<file path="config.mk">
export PLATFORM = sky130hd
export DESIGN_NAME = serial_board_bus_decode
export DESIGN_NICKNAME = d
export VERILOG_FILES = /design/src/hw/serial_bus_decode_pkg.sv /design/src/hw/serial_board_bus_decode.sv
export VERILOG_INCLUDE_DIRS = /design/src /design/src/hw
export SDC_FILE = /design/constraint.sdc
export NUM_CORES = 1
export LEC_CHECK = 0
export ABC_CLOCK_PERIOD_IN_PS = 1000
export BUFFER_PORTS_ARGS = -buffer_cell sky130_fd_sc_hd__buf_2
export CAP_MARGIN = 20
export CORE_AREA = 4 4 44 62
export CTS_BUF_LIST = sky130_fd_sc_hd__clkbuf_8
export DETAILED_ROUTE_END_ITERATION = 6
export DIE_AREA = 0 0 48 66
export GPL_TIMING_DRIVEN = 0
export PLACE_DENSITY = 0.76
export SLEW_MARGIN = 20
export SYNTH_ARGS = -nofsm -noshare
export SYNTH_HDL_FRONTEND = slang
export SYNTH_SLANG_ARGS = --single-unit
</file>
<file path="constraint.sdc">
create_clock -name ref_clk -period 1 [get_ports ref_clk]
set_clock_uncertainty 0.2 [all_clocks]
set_input_delay 0.05 -clock ref_clk [delete_from_list [all_inputs] [get_ports ref_clk]]
set_output_delay 0.05 -clock ref_clk [all_outputs]
set_load 0.03 [all_outputs]
</file>
<file path="src/hw/serial_bus_decode_map.svh">
`ifndef SERIAL_BUS_DECODE_MAP_SVH
`define SERIAL_BUS_DECODE_MAP_SVH

// register index within a board, taken from address bits one and zero
`define PORT0_CONTROL_STATUS_IDX 2'h0
`define PORT0_DATA_BUFFER_IDX    2'h1
`define PORT1_CONTROL_STATUS_IDX 2'h2
`define PORT1_DATA_BUFFER_IDX    2'h3

// field positions on the io address
`define ADDR_BASE_MSB 7
`define ADDR_BASE_LSB 2
`define ADDR_PORT_BIT 1
`define ADDR_RSEL_BIT 0

// reset values
`define WAIT_RESET    1'b0
`define DIN_RESET     8'h00

// nominal wait length and its cycle count at 200 MHz (5 ns period)
`define WAIT_TIME_NS  500
`define CLK_PERIOD_NS 5
`define WAIT_CYCLES   (`WAIT_TIME_NS / `CLK_PERIOD_NS)

`endif

</file>
<file path="src/hw/serial_bus_decode_pkg.sv">
package serial_bus_decode_pkg;

  // one io bus cycle as the host presents it
  typedef struct packed {
    logic [7:0] addr;
    logic [7:0] dout;
    logic       in_cycle;
    logic       out_cycle;
    logic       wr_strobe_n;
    logic       din_strobe;
  } host_cycle_s;

  // selects driven toward the two serial chips
  typedef struct packed {
    logic       chip_select_low_n;
    logic [1:0] chip_select_high;
    logic       register_select;
    logic       read_not_write;
    logic       enable;
  } chip_ctrl_s;

  typedef enum logic {
    wait_idle,
    wait_hold
  } wait_state_e;

endpackage
</file>
<file path="src/hw/serial_board_bus_decode.sv">
// Behaviour
// - board select when address bits seven..two match
// - chip select needs board select and an input or output cycle
// - bit one picks port, bit zero register
// - enable pulse from write or data-in strobe
// - output cycle: write low, drivers toward chip
// - input cycle: addressed register onto data-in
// - start of input cycle sets wait, ready line low
// - wait acknowledge clears wait, ready released
// - no wait state on output cycles
// - power-on clear empties wait flip-flop
`timescale 1ns/10ps
`include "serial_bus_decode_map.svh"

module serial_board_bus_decode (
  input  wire logic                               ref_clk,
  input  wire logic                               rst,
  input  wire logic                               power_on_clear,
  input  wire logic [5:0]                         board_address,
  input  wire serial_bus_decode_pkg::host_cycle_s host,
  input  wire logic                               cpu_wait_ack,
  input  wire logic [7:0]                         port0_rdata,
  input  wire logic [7:0]                         port1_rdata,
  output logic                                    bus_ready_line,
  output logic [7:0]                              cpu_data_in,
  output logic                                    cpu_data_in_oe,
  output logic [7:0]                              chip_wdata,
  output logic                                    chip_wdata_oe,
  output serial_bus_decode_pkg::chip_ctrl_s       chip
);

  serial_bus_decode_pkg::wait_state_e wait_ff;
  serial_bus_decode_pkg::wait_state_e nxt_wait;
  logic                               in_seen_ff;
  logic [7:0]                         din_ff;
  logic [7:0]                         nxt_din;

  wire logic       board_sel;
  wire logic       cycle_sel;
  wire logic       port_sel;
  wire logic       reg_sel;
  wire logic       strobe_on;
  wire logic       in_start;
  wire logic       rd_access;

  // address compare against the jumper base
  assign board_sel = (host.addr[`ADDR_BASE_MSB:`ADDR_BASE_LSB]
                      == board_address);
  assign cycle_sel = board_sel
                   & (host.in_cycle | host.out_cycle);
  assign port_sel  = host.addr[`ADDR_PORT_BIT];
  assign reg_sel   = host.addr[`ADDR_RSEL_BIT];

  // enable pulse follows either cpu strobe
  assign strobe_on = ~host.wr_strobe_n | host.din_strobe;

  // chip side controls
  assign chip.chip_select_low_n = ~cycle_sel;
  assign chip.chip_select_high  = cycle_sel
                                ? (port_sel ? 2'h2 : 2'h1)
                                : 2'h0;
  assign chip.register_select   = reg_sel;
  assign chip.read_not_write    = ~(cycle_sel & host.out_cycle);
  assign chip.enable            = cycle_sel & strobe_on;

  // write path drives the chip only in a selected output cycle
  assign chip_wdata    = host.dout;
  assign chip_wdata_oe = cycle_sel & host.out_cycle;

  // read path: registered copy of addressed port
  assign rd_access = cycle_sel & host.in_cycle & host.din_strobe;
  assign nxt_din   = rd_access ? (port_sel ? port1_rdata : port0_rdata)
                               : din_ff;
  assign cpu_data_in    = din_ff;
  assign cpu_data_in_oe = cycle_sel & host.in_cycle;

  // wait flip-flop: set on start of input cycle, cleared by acknowledge
  assign in_start = cycle_sel & host.in_cycle & ~in_seen_ff;
  always_comb begin
    nxt_wait = wait_ff;
    if (cpu_wait_ack) begin
      nxt_wait = serial_bus_decode_pkg::wait_idle;
    end else if (in_start) begin
      nxt_wait = serial_bus_decode_pkg::wait_hold;
    end
  end

  always_ff @(posedge ref_clk or posedge rst) begin
    if (rst) begin
      wait_ff <= serial_bus_decode_pkg::wait_idle;
    end else if (power_on_clear) begin
      wait_ff <= serial_bus_decode_pkg::wait_idle;
    end else begin
      wait_ff <= nxt_wait;
    end
  end

  // remembers that this input cycle already took its wait
  always_ff @(posedge ref_clk or posedge rst) begin
    if (rst) begin
      in_seen_ff <= 1'b0;
    end else begin
      in_seen_ff <= cycle_sel & host.in_cycle;
    end
  end

  always_ff @(posedge ref_clk or posedge rst) begin
    if (rst) begin
      din_ff <= `DIN_RESET;
    end else begin
      din_ff <= nxt_din;
    end
  end

  // ready line low only while wait is held
  assign bus_ready_line =
    (wait_ff == serial_bus_decode_pkg::wait_idle);

endmodule

</file>
== Word-level counts from Yosys, hierarchy flattened ==
Index checks and enable logic that the tools add are counted.

* Bits in registers: 10
* Latch bits: 0
* Bits in writable memories: 0
* Bits in read-only memories: 0
* Input bits: 46
* Output and inout port bits: 25
* Memories kept: 0

* $add $sub $neg: 0
* Multiply operators: 0
* Divide/modulo/power cells: 0
* Order comparisons: 0
* Equal/unequal tests: 1
* Shifts and indexed selects: 0
* Muxes and demuxes: 6
* Bitwise operators: 13
* Reduce and logical (&&, ||, !) cells: 1

{| class="wikitable"
|+ Operators by type and width
! operator !! count
|-
| two-way mux 8 bit || 1
|-
| AND 1 bit || 6
|-
| equality test 6 bit || 1
|-
| NOT 1 bit || 5
|-
| two-way mux 2 bit || 2
|-
| two-way mux 1 bit || 3
|-
| nonzero test 3 bit || 1
|-
| OR 1 bit || 2
|}

== Longest topological paths before layout ==
* Word-level depth: 7
* Gate-level depth with buffers: 4
* Mapped depth without buffers: 4

== Least setup slack after synthesis ==
No wires, ideal clock.

* Kind: input-to-output
* Start: input board_address[3]
* End: output chip[0] (netlist name)
* Data arrival time: 1493 ps
* Data required time: 750 ps
* Slack: -743 ps
* Stages on the path: 4
* Path through: xor2_1 nor3_2 nand3_1 a21oi_1

{| class="wikitable"
|+ RTL lines
! what !! line !! text
|-
| start, declared || serial_board_bus_decode.sv:19 || <nowiki>input wire logic [5:0] board_address,</nowiki>
|-
| end, declared || serial_board_bus_decode.sv:29 || <nowiki>output serial_bus_decode_pkg::chip_ctrl_s chip</nowiki>
|}

== Worst setup path in the final report ==
* Start: input host[18] (netlist name)
* End: register din_ff[0] (netlist: cpu_data_in[0])

* Word-level cells in the longest chain between the ends: 4

{| class="wikitable"
|+ Ends and longest elaborated chain
! what !! line !! text
|-
| start, declared || serial_board_bus_decode.sv:20 || <nowiki>input wire serial_bus_decode_pkg::host_cycle_s host,</nowiki>
|-
| equality test 6 bit || serial_board_bus_decode.sv:47 || <nowiki>assign board_sel = (host.addr[`ADDR_BASE_MSB:`ADDR_BASE_LSB]</nowiki>
|-
| AND 1 bit || serial_board_bus_decode.sv:50 || <nowiki>& (host.in_cycle | host.out_cycle);</nowiki>
|-
| AND 1 bit (2 in series) || serial_board_bus_decode.sv:71 || <nowiki>assign rd_access = cycle_sel & host.in_cycle & host.din_strobe;</nowiki>
|-
| end signal, assigned || serial_board_bus_decode.sv:109 || <nowiki>din_ff <= `DIN_RESET;</nowiki>
|-
| end signal, assigned || serial_board_bus_decode.sv:111 || <nowiki>din_ff <= nxt_din;</nowiki>
|-
| end, declared || serial_board_bus_decode.sv:35 || <nowiki>logic [7:0] din_ff;</nowiki>
|}

Every way passes these cells.
A chain may end at the register's enable or synchronous reset.

==> results.sh <==
export IMPL_run_status="finished with violations"
export IMPL_violations="hold timing, setup timing"
export IMPL_grt_pass1_wl_mm=2.91
export IMPL_fin_ws_ns=-0.346
export IMPL_final_core_util_pct=59.8
export IMPL_cts_root_buf="clkbuf_8"
export IMPL_fin_crit_sh_pct=135
export IMPL_numCtsBuffers=3
export IMPL_syn_num_nets=106
export IMPL_synth_seq_cells=10
export IMPL_cp_arrival_ns=1.26
export IMPL_timing_slew_headroom_pct=74.9
export IMPL_overflow=0
export IMPL_wire_per_inst_um=13.4
export IMPL_max_vdd_ir_drop_mv=0.670
export IMPL_fp_dieArea_sq_mm=0.00317
export IMPL_fp_row_count=20
export IMPL_die_height_um=66
export IMPL_syn_inst=60
export IMPL_synth_seq_area_share_pct=35.8
export IMPL_first_pass_iters=2
export IMPL_setup_viol=23
export IMPL_syn_avg_cell_area_sq_um=11.7
export IMPL_synth_commonest_cells="10 x dfrtp_1, 10 x mux2_2, 9 x buf_4, 6 x mux2_4, 6 x xor2_1"
export IMPL_first_global_vias=737
export IMPL_synthToLayoutAreaGrowth_pct=83.9
export IMPL_synth_top_area_share_pct=35.8
export IMPL_worst_pin_slew_ns=0.376
export IMPL_drtAntennaViolNets=0
export IMPL_hold_viol=9
export IMPL_finalSetupTns_ns=-4.90
export IMPL_slew_violations=0
export IMPL_core_sq_mm=0.00215
export IMPL_routed_wl_mm=2.02
export IMPL_cts_num_sinks=10
export IMPL_clk_pin_slew_ns=0.05
export IMPL_syn_cell_area_sq_um=699
export IMPL_clock_latency_ns=0.23
export IMPL_postCtsHoldBufs=1
export IMPL_place_area_sq_mm=0.00106
export IMPL_synth_distinct_cells=18
export IMPL_cts_max_level=1
export IMPL_grt_max_degree=11
export IMPL_regArea_sq_um=250
export IMPL_path_max_fanout=8
export IMPL_hold_path_class="in2reg"
export IMPL_start_kind="input pin"
export IMPL_ios=71
export IMPL_finalInstanceArea_sq_mm=0.00129
export IMPL_antenna_found_initial=0
export IMPL_synth_edff_count=0
export IMPL_vias_per_cell=4.71
export IMPL_p_leak_nw=0.695
export IMPL_start_util_pct=32.5
export IMPL_crit_path_end_kind="flop"
export IMPL_nets=176
export IMPL_routabilityCongestion=0.649
export IMPL_async_flop_share_pct=100
export IMPL_drt_initial_drc_count=9
export IMPL_required_ns=0.91
export IMPL_rsz0062_at_grt="yes"
export IMPL_yosys_top_cells_area="dfrtp_1 36%, mux2_2 16%, mux2_4 13%"
export IMPL_tritoncts="done"
export IMPL_num_fill_cells=187
export IMPL_via_count=711
export IMPL_max_cap_violations=0
export IMPL_place_port_buffers=60
export IMPL_drcViolationCount=0
export IMPL_multiInputGateArea_sq_um=407
export IMPL_yosys_warnings=0
export IMPL_period_needed_ns=1.35
export IMPL_power_density_mw_per_mm2=1200
export IMPL_hpwl_mm=1.57
export IMPL_cts_max_path_buffers=2
export IMPL_crit_type="in2reg"
export IMPL_die_w_um=48
export IMPL_synth_area_leader_cell="dfrtp_1"
export IMPL_timing_fmax_mhz=743
export IMPL_grtUsageTotal_pct=12.8
export IMPL_hold_slack_ns=-0.0225
export IMPL_synth_ff_type="dfrtp_1"
export IMPL_diodes=0
export IMPL_drive_above_1_share_pct=82.2
-- sequential cells by signal, indices dropped and copies added, names as in the netlist --
name         count
cpu_data_in      8
wait_ff          1
in_seen_ff       1
-- placed cells by master, fill, tap and decap left out, types with 2 or more instances in the layout --
master,netlist,routed
buf_4,9,13
mux2_2,10,10
clkbuf_8,0,4
inv_1,4,4
mux2_4,6,6
buf_2,0,41
xor2_1,6,5
and3_2,2,2
dfrtp_1,10,10
buf_6,0,19
nor3_2,2,2
-- critical path, cell delays in order --
cell	delay, ns
buf_6	0.09
xor2_1	0.16
nor3_2	0.23
buf_4	0.17
nand4_4	0.19
mux2_4	0.36
-- where the power goes --
group          internal (mW)  switching, mW  total (mW)
clock network          0.345          0.145       0.490
registers              0.453         0.0348       0.487
logic                  0.293          0.272       0.564
total                   1.09          0.452        1.54
-- per-layer routing --
layer	share of wire, %	up-vias	global-route usage, %
met4	1.1	0	7.07
met5	0	-	0
met3	13	2	1.63
met2	55	49	22.8
met1	30	328	13.3
li1	-	332	-
-- path summary, 6_finish.rpt --
path / from / endpoint / slack [ns] / cells after the start
min in group asynchronous: rst / cpu_data_in[4]$_DFFE_PP0P_ / 0.14 / 3
worst min register to register: cpu_data_in[0]$_DFFE_PP0P_ / cpu_data_in[0]$_DFFE_PP0P_ / 0.33 / 1
worst max-delay path: host[18] / cpu_data_in[0]$_DFFE_PP0P_ / -0.35 / 6
max in group asynchronous: rst / cpu_data_in[0]$_DFFE_PP0P_ / 0.20 / 3
worst min-delay path: power_on_clear / wait_ff$_DFFE_PP0P_ / -0.02 / 3
worst max register to register: wait_ff$_DFFE_PP0P_ / wait_ff$_DFFE_PP0P_ / 0 / 2
-- final cells by class --
class	count	area share, %
Multi-Input combinational cell	36	31.6
Sequential cell	10	19.5
Tap cell	22	2.14
Timing Repair Buffer	65	35.7
Clock buffer	4	4.28
Inverter	4	1.17
Buffer	10	5.64
-- stage by stage --
step	cells	setup slack [ns]	power, mW	hold slack (ns)
2_1_floorplan	60	-0.430	0.792	-0.310
3_3_place_gp	142	-0.656	0.944	-0.160
3_5_place_dp	142	-0.685	0.959	-0.153
4_1_cts	151	-0.325	1.56	-0.0256
5_1_grt	151	-0.375	1.62	-0.0158
6_report	151	-0.346	1.54	-0.0225
-- kinds of logic after synthesis --
kind of cell	count (synthesis)	synth area share (%)
mux	16	29.0
compound gates	2	1.97
xor+xnor	6	7.51
flops	10	35.8
simple gates	12	13.4
buf+inv	14	12.3
-- repair_timing --
item / CTS / global route
resized for setup: 36 / 3
hold endpoints to repair: 20 / 9
setup endpoints to repair: 26 / 25
pin swaps: 7 / 1
setup buffers: 4 / 0
Power figures use the tool's default switching activity.
